### src/design/mac_status_pkg.sv
// How it works
// [RULE1] Flags latch high; write one clears
// [RULE2] Bit 9 set on receive watchdog expiry
// [RULE3] Bit 8 set while receive is stopped
// [RULE4] Bit 7 set when no receive descriptor
// [RULE5] Missing receive descriptor suspends receive process
// [RULE6] Host returns ownership, then issues poll demand
// [RULE7] New frame resumes receive when descriptor owned
// [RULE8] Bit 6 set when frame reception finishes
// [RULE9] Bit 5 set on FIFO underflow mid-frame
// [RULE10] Underflow suspends transmit, marks descriptor bit 1
// [RULE11] Bit 3 set on transmit jabber expiry
// [RULE12] Jabber time-out stops the transmit process
// [RULE13] Jabber time-out marks descriptor status bit 14
// [RULE14] Both status registers show the same flags
// [RULE15] Reserved bits 10 and 4 read zero
package mac_status_pkg;

    localparam int FLAG_W = 15;
    localparam int ADR_W = 8;

    // Register byte offsets
    localparam logic [ADR_W-1:0] OFS_SECONDARY_STATUS = 8'h00;
    localparam logic [ADR_W-1:0] OFS_PRIMARY_STATUS = 8'h04;
    localparam logic [ADR_W-1:0] OFS_IRQ_MASK = 8'h08;
    localparam logic [ADR_W-1:0] OFS_PROC_CMD = 8'h0C;
    localparam logic [ADR_W-1:0] OFS_PROC_STATE = 8'h10;

    // Flag positions in the status registers
    localparam int BIT_RX_WDOG = 9;
    localparam int BIT_RX_STOP = 8;
    localparam int BIT_RX_NODESC = 7;
    localparam int BIT_RX_DONE = 6;
    localparam int BIT_TX_UFLOW = 5;
    localparam int BIT_TX_JABBER = 3;
    localparam logic [FLAG_W-1:0] FLAG_IMPL = 15'h03E8;
    localparam logic [FLAG_W-1:0] FLAG_RESET = 15'h0000;

    // Command register bits, write one to act
    localparam int CMD_RX_START = 0;
    localparam int CMD_RX_STOP = 1;
    localparam int CMD_RX_POLL = 2;
    localparam int CMD_TX_START = 8;
    localparam int CMD_TX_STOP = 9;
    localparam int CMD_TX_POLL = 10;

    // State register fields
    localparam int STATE_RX_LSB = 0;
    localparam int STATE_TX_LSB = 8;

    // Transmit descriptor first status word bits
    localparam int DESC_UFLOW_BIT = 1;
    localparam int DESC_JABBER_BIT = 14;

    localparam logic [31:0] WORD_ZERO = 32'h0000_0000;

    typedef enum logic [1:0] {
        PROC_STOP = 2'b00,
        PROC_RUN = 2'b01,
        PROC_SUSP = 2'b10
    } proc_state_t;

endpackage

### src/design/flag_bank_if.sv
`timescale 1ns/1ps
interface flag_bank_if #(parameter int W = 15);
    logic [W-1:0] set;
    logic [W-1:0] clr;
    logic [W-1:0] flags;

    modport bank (input set, input clr, output flags);
    modport owner (output set, output clr, input flags);
endinterface

### src/design/sticky_flag_bank.sv
`timescale 1ns/1ps
module sticky_flag_bank
    import mac_status_pkg::*;
#(
    parameter int W = FLAG_W,
    parameter logic [FLAG_W-1:0] IMPL = FLAG_IMPL
) (
    input wire logic clk_i,
    input wire logic rst_i,
    flag_bank_if.bank fb
);
    typedef struct packed {
        logic [W-1:0] flags;
    } bank_st_t;

    bank_st_t st;
    bank_st_t next_st;

    always_comb begin
        next_st = st;
        for (int i = 0; i < W; i++) begin
            if (IMPL[i]) begin
                // [RULE1] set beats clear
                next_st.flags[i] = fb.set[i] | (st.flags[i] & ~fb.clr[i]);
            end else begin
                // [RULE15] reserved stay zero
                next_st.flags[i] = 1'b0;
            end
        end
    end

    always_ff @(posedge clk_i) begin
        if (rst_i) begin
            st.flags <= FLAG_RESET[W-1:0];
        end else begin
            st <= next_st;
        end
    end

    assign fb.flags = st.flags;
endmodule // sticky_flag_bank

### src/design/dma_proc_fsm.sv
`timescale 1ns/1ps
module dma_proc_fsm
    import mac_status_pkg::*;
(
    input wire logic clk_i,
    input wire logic rst_i,
    input wire logic start_i,
    input wire logic stop_i,
    input wire logic suspend_i,
    input wire logic resume_i,
    output proc_state_t state_o
);
    typedef struct packed {
        proc_state_t state;
    } fsm_st_t;

    fsm_st_t st;
    fsm_st_t next_st;

    // Stop outranks everything so a fault never leaves the process running
    always_comb begin
        next_st = st;
        case (st.state)
            PROC_STOP: begin
                if (start_i && !stop_i) begin
                    next_st.state = PROC_RUN;
                end
            end
            PROC_RUN: begin
                if (stop_i) begin
                    next_st.state = PROC_STOP;
                end else if (suspend_i) begin
                    next_st.state = PROC_SUSP;
                end
            end
            PROC_SUSP: begin
                if (stop_i) begin
                    next_st.state = PROC_STOP;
                end else if (resume_i || start_i) begin
                    next_st.state = PROC_RUN;
                end
            end
            default: begin
                next_st.state = PROC_STOP;
            end
        endcase
    end

    always_ff @(posedge clk_i) begin
        if (rst_i) begin
            st.state <= PROC_STOP;
        end else begin
            st <= next_st;
        end
    end

    assign state_o = st.state;
endmodule // dma_proc_fsm

### src/design/mac_status_flags_low.sv
`timescale 1ns/1ps
module mac_status_flags_low
    import mac_status_pkg::*;
(
    input wire logic clk_i,
    input wire logic rst_i,
    // Wishbone classic slave
    input wire logic wb_cyc_i,
    input wire logic wb_stb_i,
    input wire logic wb_we_i,
    input wire logic [mac_status_pkg::ADR_W-1:0] wb_adr_i,
    input wire logic [3:0] wb_sel_i,
    input wire logic [31:0] wb_dat_i,
    output logic [31:0] wb_dat_o,
    output logic wb_ack_o,
    // Events from the receive engine
    input wire logic rx_watchdog_expired_i,
    input wire logic rx_desc_fetch_fail_i,
    input wire logic rx_desc_owned_i,
    input wire logic rx_frame_arrive_i,
    input wire logic rx_frame_done_i,
    // Events from the transmit engine
    input wire logic tx_fifo_empty_i,
    input wire logic tx_frame_active_i,
    input wire logic tx_jabber_expired_i,
    // Descriptor write-back, process status and interrupt
    output logic [31:0] tx_desc_status_word_o,
    output logic tx_desc_status_we_o,
    output mac_status_pkg::proc_state_t rx_state_o,
    output mac_status_pkg::proc_state_t tx_state_o,
    output logic irq_o
);
    import mac_status_pkg::*;

    ////////////////////////////////////////////////////////////////////////////////
    // State

    typedef struct packed {
        logic ack;
        logic [31:0] rdata;
        logic [FLAG_W-1:0] mask;
        logic irq;
        logic rx_start;
        logic rx_stop;
        logic rx_poll;
        logic tx_start;
        logic tx_stop;
        logic tx_poll;
        logic [31:0] desc_word;
        logic desc_we;
        proc_state_t rx_state;
        proc_state_t tx_state;
    } top_st_t;

    top_st_t st;
    top_st_t next_st;

    flag_bank_if #(.W(FLAG_W)) fb ();

    proc_state_t rx_state;
    proc_state_t tx_state;

    logic bus_req;
    logic wr_req;
    logic rd_req;
    logic [31:0] lane_mask;
    logic [31:0] wdata;
    logic hit_status;
    logic tx_underflow;
    logic rx_suspend;
    logic rx_resume;
    logic tx_suspend;
    logic tx_stop_ev;
    logic [FLAG_W-1:0] flag_set;
    logic [31:0] state_word;

    ////////////////////////////////////////////////////////////////////////////////
    // Bus decode

    // A new grant is held off in the cycle after a grant so each request gets one ack
    assign bus_req = wb_cyc_i & wb_stb_i & ~st.ack;
    assign wr_req = bus_req & wb_we_i;
    assign rd_req = bus_req & ~wb_we_i;

    always_comb begin
        for (int b = 0; b < 4; b++) begin
            lane_mask[b*8 +: 8] = {8{wb_sel_i[b]}};
        end
    end

    assign wdata = wb_dat_i & lane_mask;

    // [RULE14] both views decode alike
    assign hit_status = (wb_adr_i == OFS_SECONDARY_STATUS) ||
                        (wb_adr_i == OFS_PRIMARY_STATUS);

    ////////////////////////////////////////////////////////////////////////////////
    // Event sources

    // [RULE9] underflow only mid-frame
    assign tx_underflow = tx_fifo_empty_i & tx_frame_active_i;

    // [RULE5] no descriptor suspends
    assign rx_suspend = rx_desc_fetch_fail_i;

    // [RULE6] poll demand resumes
    // [RULE7] owned frame resumes
    assign rx_resume = st.rx_poll | (rx_frame_arrive_i & rx_desc_owned_i);

    // [RULE10] underflow suspends transmit
    assign tx_suspend = tx_underflow;

    // [RULE12] jabber stops transmit
    assign tx_stop_ev = st.tx_stop | tx_jabber_expired_i;

    always_comb begin
        flag_set = '0;
        // [RULE2] watchdog flag
        flag_set[BIT_RX_WDOG] = rx_watchdog_expired_i;
        // [RULE3] stopped flag set each cycle the receive state is PROC_STOP
        flag_set[BIT_RX_STOP] = (rx_state == PROC_STOP);
        // [RULE4] descriptor unavailable flag
        flag_set[BIT_RX_NODESC] = rx_desc_fetch_fail_i;
        // [RULE8] reception finished flag
        flag_set[BIT_RX_DONE] = rx_frame_done_i;
        flag_set[BIT_TX_UFLOW] = tx_underflow;
        // [RULE11] jabber flag
        flag_set[BIT_TX_JABBER] = tx_jabber_expired_i;
    end

    assign fb.set = flag_set;
    // [RULE1] write one clears
    assign fb.clr = (wr_req && hit_status) ? wdata[FLAG_W-1:0] : '0;

    ////////////////////////////////////////////////////////////////////////////////
    // Submodules

    sticky_flag_bank #(
        .W(FLAG_W),
        .IMPL(FLAG_IMPL)
    ) u_flags (
        .clk_i(clk_i),
        .rst_i(rst_i),
        .fb(fb.bank)
    );

    dma_proc_fsm u_rx_fsm (
        .clk_i(clk_i),
        .rst_i(rst_i),
        .start_i(st.rx_start),
        .stop_i(st.rx_stop),
        .suspend_i(rx_suspend),
        .resume_i(rx_resume),
        .state_o(rx_state)
    );

    dma_proc_fsm u_tx_fsm (
        .clk_i(clk_i),
        .rst_i(rst_i),
        .start_i(st.tx_start),
        .stop_i(tx_stop_ev),
        .suspend_i(tx_suspend),
        .resume_i(st.tx_poll),
        .state_o(tx_state)
    );

    always_comb begin
        state_word = WORD_ZERO;
        state_word[STATE_RX_LSB +: 2] = rx_state;
        state_word[STATE_TX_LSB +: 2] = tx_state;
    end

    ////////////////////////////////////////////////////////////////////////////////
    // Next state

    always_comb begin
        next_st = st;
        next_st.ack = bus_req;
        next_st.rx_start = 1'b0;
        next_st.rx_stop = 1'b0;
        next_st.rx_poll = 1'b0;
        next_st.tx_start = 1'b0;
        next_st.tx_stop = 1'b0;
        next_st.tx_poll = 1'b0;
        next_st.desc_we = 1'b0;
        next_st.desc_word = WORD_ZERO;
        next_st.rx_state = rx_state;
        next_st.tx_state = tx_state;

        if (rd_req) begin
            next_st.rdata = WORD_ZERO;
            case (wb_adr_i)
                OFS_SECONDARY_STATUS, OFS_PRIMARY_STATUS: begin
                    // [RULE15] unimplemented bits read zero
                    next_st.rdata[FLAG_W-1:0] = fb.flags & FLAG_IMPL;
                end
                OFS_IRQ_MASK: begin
                    next_st.rdata[FLAG_W-1:0] = st.mask;
                end
                OFS_PROC_STATE: begin
                    next_st.rdata = state_word;
                end
                default: begin
                    next_st.rdata = WORD_ZERO;
                end
            endcase
        end

        if (wr_req) begin
            case (wb_adr_i)
                OFS_IRQ_MASK: begin
                    next_st.mask = (st.mask & ~lane_mask[FLAG_W-1:0]) |
                                   (wdata[FLAG_W-1:0] & FLAG_IMPL);
                end
                OFS_PROC_CMD: begin
                    next_st.rx_start = wdata[CMD_RX_START];
                    next_st.rx_stop = wdata[CMD_RX_STOP];
                    next_st.rx_poll = wdata[CMD_RX_POLL];
                    next_st.tx_start = wdata[CMD_TX_START];
                    next_st.tx_stop = wdata[CMD_TX_STOP];
                    next_st.tx_poll = wdata[CMD_TX_POLL];
                end
                default: begin
                    next_st.mask = st.mask;
                end
            endcase
        end

        // Descriptor write-back; both marks merge when they coincide
        if (tx_underflow || tx_jabber_expired_i) begin
            next_st.desc_we = 1'b1;
            // [RULE10] underflow mark
            next_st.desc_word[DESC_UFLOW_BIT] = tx_underflow;
            // [RULE13] jabber mark
            next_st.desc_word[DESC_JABBER_BIT] = tx_jabber_expired_i;
        end

        // Level output; one cycle behind the flags so it comes from a flop
        next_st.irq = |(fb.flags & st.mask);
    end

    ////////////////////////////////////////////////////////////////////////////////
    // Registers

    always_ff @(posedge clk_i) begin
        if (rst_i) begin
            st.ack <= 1'b0;
            st.rdata <= WORD_ZERO;
            st.mask <= '0;
            st.irq <= 1'b0;
            st.rx_start <= 1'b0;
            st.rx_stop <= 1'b0;
            st.rx_poll <= 1'b0;
            st.tx_start <= 1'b0;
            st.tx_stop <= 1'b0;
            st.tx_poll <= 1'b0;
            st.desc_word <= WORD_ZERO;
            st.desc_we <= 1'b0;
            st.rx_state <= PROC_STOP;
            st.tx_state <= PROC_STOP;
        end else begin
            st <= next_st;
        end
    end

    assign wb_ack_o = st.ack;
    assign wb_dat_o = st.rdata;
    assign irq_o = st.irq;
    assign tx_desc_status_word_o = st.desc_word;
    assign tx_desc_status_we_o = st.desc_we;
    assign rx_state_o = st.rx_state;
    assign tx_state_o = st.tx_state;

endmodule // mac_status_flags_low

### config.mk
export PLATFORM = sky130hd
export DESIGN_NAME = mac_status_flags_low
export DESIGN_NICKNAME = d
export VERILOG_FILES = /design/src/design/mac_status_pkg.sv /design/src/design/flag_bank_if.sv /design/src/design/sticky_flag_bank.sv /design/src/design/dma_proc_fsm.sv /design/src/design/mac_status_flags_low.sv
export SDC_FILE = /design/constraint.sdc
export NUM_CORES = 1
export LEC_CHECK = 0
export BUFFER_PORTS_ARGS = -buffer_cell sky130_fd_sc_hd__buf_2
export CORE_MARGIN = 10
export CORE_UTILIZATION = 47
export DETAILED_ROUTE_END_ITERATION = 16
export GPL_ROUTABILITY_DRIVEN = 0
export MAX_ROUTING_LAYER = met4
export PLACE_DENSITY_LB_ADDON = 0.05
export SLEW_MARGIN = 0
export SYNTH_ARGS = -nofsm -noshare
export SYNTH_HDL_FRONTEND = slang
export SYNTH_SLANG_ARGS = --single-unit
### constraint.sdc
create_clock -name clk_i -period 1.6 [get_ports clk_i]
set_input_delay 0.16 -clock clk_i [delete_from_list [all_inputs] [get_ports clk_i]]
set_output_delay 0.16 -clock clk_i [all_outputs]
set_load 0.03 [all_outputs]
# Yosys cells after proc, flatten, opt, wreduce, memory -nomap -nowiden
# Index checks and enable logic that the tools add are counted.
# classes
eq_ne	14
n_mux	15
bitwise_logic	36
n_reduce_logical	19
# ops
operator	count
one-hot mux 15 bit (3 select lines)	1
AND 15 bit	2
2-to-1 mux 2 bit	10
== test 8 x 4 -> 1 bit (second input constant)	2
NOT 15 bit	1
OR 15 x 10 -> 15 bit	1
OR reduction 15 bit	1
AND 1 bit	12
one-hot mux 2 bit (3 select lines)	2
AND 11 bit	1
NOT 1 bit	11
2-to-1 mux 10 bit	1
== test 8 x 3 -> 1 bit (second input constant)	1
== test 8 x 5 -> 1 bit (second input constant)	1
logical NOT 8 bit	1
OR 1 bit	8
!= test 3 x 2 -> 1 bit (second input constant)	2
AND reduction 3 bit	2
== test 2 x 1 -> 1 bit (second input constant)	2
== test 2 bit (second input constant)	2
logical NOT 2 bit	2
logical OR 1 bit	4
!= test 2 x 1 -> 1 bit (second input constant)	2
OR reduction 2 bit	2
other kinds (7)	10
# totals
register_bits	94
input_bits	57
word_cells	103

# Depth between registers and ports, before layout
# Gate-level depths: netlist of the first run.
# logic_depth
ltp_word	8
mapped_depth	6
depth_no_buf	4

# Modules after synthesis
# Synthesis of the first run repeated with hierarchy kept, for this count alone.
# unflattened
cells_unflattened	315
area_unflattened_um2	2909.0
# by_module_without_submodules
mod	n_inst	cells_each	area_per_inst_um2	seq_area_each_um2
mac_status_flags_low	1	261	2367.3	900.9
sticky_flag_bank	1	34	326.6	120.1
dma_proc_fsm	2	10	107.6	40.0

# Least setup slack after synthesis of the first run
# Ideal clock, no wire load.
# synth_path
kind	reg2reg
start	reg st, in the netlist wb_ack_o
end	reg st, in the netlist wb_dat_o[0]
arrival_time_ps	1319
t_required_ps	1499
setup_slack_ps	180
path_stages_with_launch	7
path_buffers	2
path_cell_list	dfxtp_1 -> nand3b_4 -> or2_0 -> buf_2 -> buf_2 -> nand3b_1 -> o41ai_1
# synth_via
elab_chain_cells	3
# synth_rtl
item	line_no	source
start: declaration	mac_status_flags_low.sv:55	top_st_t st;
start signal: assignment	mac_status_flags_low.sv:262	st <= next_st;
NOT 1 bit	mac_status_flags_low.sv:81	assign bus_req = wb_cyc_i & wb_stb_i & ~st.ack;
AND 1 bit	mac_status_flags_low.sv:81	
AND 1 bit	mac_status_flags_low.sv:83	assign rd_req = bus_req & ~wb_we_i;
# Every way passes these cells.
# A chain may end at the register's enable or synchronous reset.

# Final worst setup path of the first run
# layout_path
start	reg st, in the netlist wb_ack_o
end	reg st, in the netlist wb_dat_o[9]
# The elaborated chain is that of the path after synthesis.

==> results of run 1 <==
worst paths after layout:
check         startpoint  cells past startpoint                   to
max             wb_ack_o                      4          wb_dat_o[9]
min          wb_dat_i[7]                      2  u_flags.fb.flags[7]
max reg2reg     wb_ack_o                      4          wb_dat_o[9]
min reg2reg       st[38]                      1  u_tx_fsm.state_o[1]
final cells by class:
type | instances | area (um2)
inverters | 10 | 37.5
clock inverters | 2 | 12.5
repair buffers | 65 | 348
flip-flops and latches | 55 | 1100
fillers | 563 | 2710
clock buffers | 6 | 72.6
well taps | 72 | 90.1
multi-input cells | 211 | 1230
worst reg2reg max path, cell delays in order (launching register included):
cell and delay [ns]:
sky130_fd_sc_hd__dfxtp_1 0.32, sky130_fd_sc_hd__nand3b_4 0.22, sky130_fd_sc_hd__or2_0 0.34, sky130_fd_sc_hd__buf_4 0.21, sky130_fd_sc_hd__o31ai_1 0.23
routing by layer:
metal	part of all wire (%)	GRT usage (%)	vias to the layer above
li1	-	-	1018
met1	48	16.8	886
met2	41	17.6	82
met3	9.1	5.25	6
met4	1.1	3.72	0
met5	0	-	-
layout by cell type (no fill, tap or decap), types with 3 or more instances in the layout:
cell type                   Yosys  layout
sky130_fd_sc_hd__o21bai_1       4       4
sky130_fd_sc_hd__nor2_1        15      15
sky130_fd_sc_hd__a22oi_1        5       5
sky130_fd_sc_hd__a31oi_1        6       6
sky130_fd_sc_hd__nand3b_1       8       8
sky130_fd_sc_hd__nor2b_1        9       9
sky130_fd_sc_hd__dfxtp_1       55      55
sky130_fd_sc_hd__conb_1         1      47
sky130_fd_sc_hd__o22ai_1        4       4
sky130_fd_sc_hd__nor4_2         3       3
sky130_fd_sc_hd__clkbuf_8       0       5
sky130_fd_sc_hd__buf_2          5      56
sky130_fd_sc_hd__nor4_1         3       3
sky130_fd_sc_hd__a21oi_1       16      16
sky130_fd_sc_hd__and2_1        13      13
sky130_fd_sc_hd__a2bb2oi_1      3       3
sky130_fd_sc_hd__inv_1         10      10
sky130_fd_sc_hd__and2_2         4       4
sky130_fd_sc_hd__nand2_1       23      23
sky130_fd_sc_hd__mux2i_1        4       4
sky130_fd_sc_hd__buf_4         69       9
sky130_fd_sc_hd__nand3_1        7       7
sky130_fd_sc_hd__o21ai_0        7       7
report_power, final:
group	internal (mW)	switching (mW)
registers	1.38	0.00851
logic	0.0818	0.269
clock network	0.307	0.426
total	1.77	0.704
kinds of logic after synthesis:
family          after synthesis  synth area share (%)
flops                        55                  39.7
buf+inv                      90                  22.0
mux                           4                  1.44
other cells                   1                 0.135
compound gates               53                  12.2
simple gates                107                  24.5
per-stage QoR:
stage	std cells	hold slack, ns	util [%]	setup WS, ns	cell area, um2
3_5_place_dp	413	0.363	50.1	0.164	2810
4_1_cts	421	0.0322	51.6	0.192	2890
6_report	421	0.0413	51.6	0.202	2890
2_1_floorplan	356	0.239	-	0.180	2940
5_1_grt	421	0.0315	51.6	0.100	2890
3_3_place_gp	413	0.359	50.1	0.172	2810
==> tab_implementation.tex, run 1 <==
\begin{tabular}{lr}
\hline
Metric & Value \\
\hline
\multicolumn{2}{l}{\textbf{Synthesis}} \\
Ys flop type & sky130\_fd\_sc\_hd\_\_dfxtp\_1 \\
FF+latch count, synth & 55 \\
Synth area leaders & sky130\_fd\_sc\_hd\_\_dfxtp\_1 (40\%), sky130\_fd\_sc\_hd\_\_buf\_4 (19\%), sky130\_fd\_sc\_hd\_\_nand2\_1 (3.1\%) \\
Number of enable flip-flop cells after synthesis & 0 \\
Share of the synthesized area in the top cell type & 39.7\% \\
Syn Inst Count & between 300 and 400 \\
Total of warnings raised by yosys & 0 \\
Cell type with the highest aggregate area in the netlist & sky130\_fd\_sc\_hd\_\_dfxtp\_1 \\
Post-synthesis sequential area ratio & 39.7\% \\
Post-synthesis average cell area & 8.94 um2 \\
Netlist Area Pre-Place & 2770 um2 \\
Most instantiated library cell after synthesis & sky130\_fd\_sc\_hd\_\_buf\_4 \\
Top cell types by occurrence after synthesis & sky130\_fd\_sc\_hd\_\_buf\_4 (69), sky130\_fd\_sc\_hd\_\_dfxtp\_1 (55), sky130\_fd\_sc\_hd\_\_nand2\_1 (23) \\
Post-synthesis cell type count & 46 \\
Fraction of registers with async set/reset & 0\% \\
\multicolumn{2}{l}{\textbf{Cells and area}} \\
Share of final-layout standard cells stronger than drive strength 1 & 25.2\% \\
Fin nets & just over 400 \\
Antenna diode count & 0 \\
Area growth, synth to finish & 4.42\% \\
\multicolumn{2}{l}{\textbf{Clock tree}} \\
H-tree Lvls & 2 \\
Cells resized by post-CTS repair & 0 \\
Clk slew on worst S/H paths & 0.10 ns \\
Post CTS Setup Buffer Count & 0 \\
Hold-fix buffer count after cts & 0 \\
TritonCTS clock tree & built \\
Clock tree sinks & between 50 and 60 \\
Longest Clk Path Bufs & 2 \\
CTS root buffer & sky130\_fd\_sc\_hd\_\_clkbuf\_8 \\
Number of buffers inserted during clock tree synthesis & 5 \\
Clock network latency to the later pin of the worst-skew pair & 0.30 ns \\
\multicolumn{2}{l}{\textbf{GRT}} \\
Number of global-route vias before repair & 1953 \\
Global-route wire length before repair & 9870 um \\
Remaining global-route overflow & 0 \\
Number of antenna violations at the first check in global routing & 0 \\
Total routing resource utilization after global routing & 12.8\% \\
Maximum number of pins on one net before global-route repair & 24 \\
\multicolumn{2}{l}{\textbf{Worst setup path}} \\
Critical path launch point type & flip-flop \\
Data arrival time of the critical path & around 1.6 ns \\
Worst reg2reg setup slack & 0.20 ns \\
Count of buffering cells on the critical path with inverters included & 1 \\
CP max stage delay & 0.34 ns \\
Highest-delay cell along the critical path & sky130\_fd\_sc\_hd\_\_or2\_0 \\
Worst Setup End Kind & flip-flop \\
Cell type group with the largest total delay on the critical path & simple AND/OR/NAND/NOR gates \\
Worst Path Max Fanout & 8 \\
Critical path class & reg -> reg \\
WP data required & 1.82 ns \\
Worst path cell trace & nand3b\_4, or2\_0, buf\_4, o31ai\_1 \\
\multicolumn{2}{l}{\textbf{Power}} \\
Sum of internal, switching and leakage power & 2.48 mW \\
Worst VDD drop & about 420 uV \\
Power Density & 856 nW/um2 \\
Static leakage power & 1.32 nW \\
\multicolumn{2}{l}{\textbf{Die}} \\
Top-Level Pins & 128 \\
Die ar. & 9370 um2 \\
Area of the core region & $\sim$5600 um2 \\
Die width & 96.8 um \\
\# rows & 27 \\
Height of the die & around 97 um \\
Effective utilization at floorplan & 49.4\% \\
\multicolumn{2}{l}{\textbf{Timing}} \\
Unrepaired setup endpoints after global routing & no \\
Max Transition Viols Final & 0 \\
Total negative slack for setup checks & 0 ns \\
Share of the clock period used by the worst path & 87.4\% \\
Finish-stage setup viols & 0 \\
Worst Skew & 0.0101 ns \\
Final critical delay including setup and external delays & 1.40 ns \\
Highest attainable clock frequency & 715 MHz \\
Hold violation count in the final report & 0 \\
\multicolumn{2}{l}{\textbf{Drt}} \\
Vias & 1992 \\
Routed wire per std cell & 14.3 um \\
Total DRC errors in the routed layout & 0 \\
Detailed Route Iter0 Violations & roughly 100 \\
Total length of routed wires & 6030 um \\
Count of antenna-violating nets left after detailed routing & 0 \\
Routed via count divided by cell count & 4.73 \\
Drt pass-1 iters & 4 \\
\multicolumn{2}{l}{\textbf{Flow run}} \\
MaxCap Viol Count & 0 \\
\multicolumn{2}{l}{\textbf{Status}} \\
Outcome & completed \\
\multicolumn{2}{l}{\textbf{Worst hold path}} \\
Worst min-delay path category & in -> reg \\
\multicolumn{2}{l}{\textbf{Placed design}} \\
Buffers on Ports & 56 \\
Final HPWL from detailed placement & 4830 um \\
\hline
\end{tabular}
No activity file was read; power rests on OpenSTA's default activity.
==> run 2, diff against run 1 <==
--- a/config.mk
+++ b/config.mk
@@ -7,7 +7,8 @@
 export LEC_CHECK = 0
 export BUFFER_PORTS_ARGS = -buffer_cell sky130_fd_sc_hd__buf_2
 export CORE_MARGIN = 10
-export CORE_UTILIZATION = 47
+export CORE_UTILIZATION = 48
+export CTS_BUF_LIST = sky130_fd_sc_hd__clkbuf_4
 export DETAILED_ROUTE_END_ITERATION = 16
 export GPL_ROUTABILITY_DRIVEN = 0
 export MAX_ROUTING_LAYER = met4
==> run 2 against run 1 <==
  * Core utilization up 2.8 points
  * Hold slack worse by 0.015 ns
  * Largest cell class unchanged
  * Routed wire length up 1.9%
  * Die area down 1.7%
  * Flip-flop and latch count unchanged
  * Non-clock buffer count up 10
  * Maximum frequency up 1.2%
  * Sequential share of layout area down 1.5 points
  * Sequential power about the same
  * Critical path type unchanged
  * Combinational power up 5%
==> tab_implementation.tex, run 2 (synthesis gave the netlist of run 1 again) <==
\begin{tabular}{lr}
\hline
Metric & Value \\
\hline
\multicolumn{2}{l}{\textbf{Status}} \\
Outcome & completed \\
\multicolumn{2}{l}{\textbf{Timing}} \\
Highest attainable clock frequency & between 700 and 800 MHz \\
Hold violation count in the final report & 0 \\
Finish-stage setup viols & 0 \\
Fin worst setup slack & 0.219 ns \\
Final critical delay including setup and external delays & between 1 and 1.5 ns \\
Total negative slack for setup checks & 0 ns \\
Share of the clock period used by the worst path & $\sim$86\% \\
Max Transition Viols Final & 0 \\
Worst Skew & between 0.01 and 0.015 ns \\
Final worst hold slack & 0.0265 ns \\
Unrepaired setup endpoints after global routing & no \\
\multicolumn{2}{l}{\textbf{Drt}} \\
Count of antenna-violating nets left after detailed routing & 0 \\
Routed wire per std cell & 14.3 um \\
Detailed Route Iter0 Violations & 91 \\
Drt pass-1 iters & 4 \\
Total DRC errors in the routed layout & 0 \\
Total length of routed wires & about 6100 um \\
Routed via count divided by cell count & roughly 4.8 \\
Vias & 2049 \\
\multicolumn{2}{l}{\textbf{Die}} \\
Area of the core region & between 5000 and 6000 um2 \\
Height of the die & 96.0 um \\
Effective utilization at floorplan & 50.0\% \\
\# rows & 27 \\
Die ar. & 9210 um2 \\
Top-Level Pins & 128 \\
Die width & 96.0 um \\
\multicolumn{2}{l}{\textbf{Worst hold path}} \\
Worst min-delay path category & in -> reg \\
Depth of the worst hold-timing path & 3 \\
\multicolumn{2}{l}{\textbf{Clock tree}} \\
CTS root buffer & sky130\_fd\_sc\_hd\_\_clkbuf\_4 \\
H-tree Lvls & 2 \\
Hold-fix buffer count after cts & 10 \\
TritonCTS clock tree & built \\
Number of buffers inserted during clock tree synthesis & 5 \\
Post CTS Setup Buffer Count & 0 \\
Clock tree sinks & between 50 and 60 \\
Longest Clk Path Bufs & 2 \\
Cells resized by post-CTS repair & 0 \\
Clock network latency to the later pin of the worst-skew pair & approximately 0.37 ns \\
Clk slew on worst S/H paths & 0.15 ns \\
\multicolumn{2}{l}{\textbf{GRT}} \\
Global-route wire length before repair & 9270 um \\
Number of antenna violations at the first check in global routing & 0 \\
GR Util met1 & 16.3\% \\
Number of global-route vias before repair & 1955 \\
Met2 routing resource usage after global routing & 20.0\% \\
Highest-utilization routing layer at the global route stage & met2 \\
Maximum number of pins on one net before global-route repair & 35 \\
Total routing resource utilization after global routing & 13.0\% \\
Global-route track usage on met3 & approximately 3.7\% \\
Remaining global-route overflow & 0 \\
\multicolumn{2}{l}{\textbf{Worst setup path}} \\
Worst Path Max Fanout & 8 \\
Critical path class & reg -> reg \\
Depth of the worst register-to-register path & 4 \\
Critical path launch point type & flip-flop \\
Worst Setup End Kind & flip-flop \\
WP data required & 1.90 ns \\
Data arrival time of the critical path & 1.68 ns \\
\multicolumn{2}{l}{\textbf{Cells and area}} \\
Area growth, synth to finish & 8.76\% \\
Final Instance Area & around 3000 um2 \\
Antenna diode count & 0 \\
Most frequent standard cell in the layout excluding fill and tap cells & sky130\_fd\_sc\_hd\_\_buf\_2 \\
Fin nets & $\sim$420 \\
Share of final-layout standard cells stronger than drive strength 1 & roughly a quarter \\
Commonest cells after routing, fill and taps aside & sky130\_fd\_sc\_hd\_\_buf\_2 (56), sky130\_fd\_sc\_hd\_\_dfxtp\_1 (55), sky130\_fd\_sc\_hd\_\_conb\_1 (47), sky130\_fd\_sc\_hd\_\_nand2\_1 (23), sky130\_fd\_sc\_hd\_\_a21oi\_1 (16) \\
\multicolumn{2}{l}{\textbf{Power}} \\
Static leakage power & 1.38 nW \\
Sum of internal, switching and leakage power & about 2.7 mW \\
Worst VDD drop & 456 uV \\
Power Density & 891 nW/um2 \\
\multicolumn{2}{l}{\textbf{Flow run}} \\
MaxCap Viol Count & 0 \\
\multicolumn{2}{l}{\textbf{Placed design}} \\
Instance area after placement & approximately 2800 um2 \\
Buffers on Ports & 56 \\
Final HPWL from detailed placement & 4890 um \\
Worst slack at placement & $\sim$0.15 ns \\
\hline
\end{tabular}
[run 2: report_power, final]
group | total (mW) | switching (mW) | leakage [nW] | internal (mW)
Clock | 0.923 | 0.418 | 0.0559 | 0.505
Sequential | 1.39 | 0.00778 | 0.446 | 1.39
Combinational | 0.370 | 0.273 | 0.878 | 0.0977
[run 2: area by class of cell]
cell class,count,area [um2]
Clock buffer,6,45.0
Clock inverter,2,60.1
Fill cell,547,2530
Inverter,10,37.5
Multi-Input combinational cell,211,1230
Sequential cell,55,1100
Tap cell,72,90.1
Timing Repair Buffer,75,448
[run 2: stage by stage]
step / cells / util, %
after detailed placement: 413 / 50.7
after global placement: 413 / 50.7
after floorplan: 356 / -
after CTS: 431 / 54.4
final: 431 / 54.4
after global routing: 431 / 54.4
[run 2: worst max-delay path: stages, from the launching register on]
cell	delay (ns)
sky130_fd_sc_hd__dfxtp_1	0.34
sky130_fd_sc_hd__nand3b_4	0.22
sky130_fd_sc_hd__or2_0	0.34
sky130_fd_sc_hd__buf_4	0.21
sky130_fd_sc_hd__o31ai_1	0.22
[run 2: per-layer routing]
layer	vias up	wire, um
li1	1039	-
met3	6	582
met5	-	0
met1	928	2900
met2	76	2590
met4	0	68
[run 2: path summary, 6_finish.rpt]
path / end / slack [ns] / start
min: u_flags.fb.flags[9] / 0.03 / rx_watchdog_expired_i
max reg2reg: wb_dat_o[9] / 0.22 / wb_ack_o
min reg2reg: u_tx_fsm.state_o[1] / 0.44 / st[38]
max: wb_dat_o[9] / 0.22 / wb_ack_o
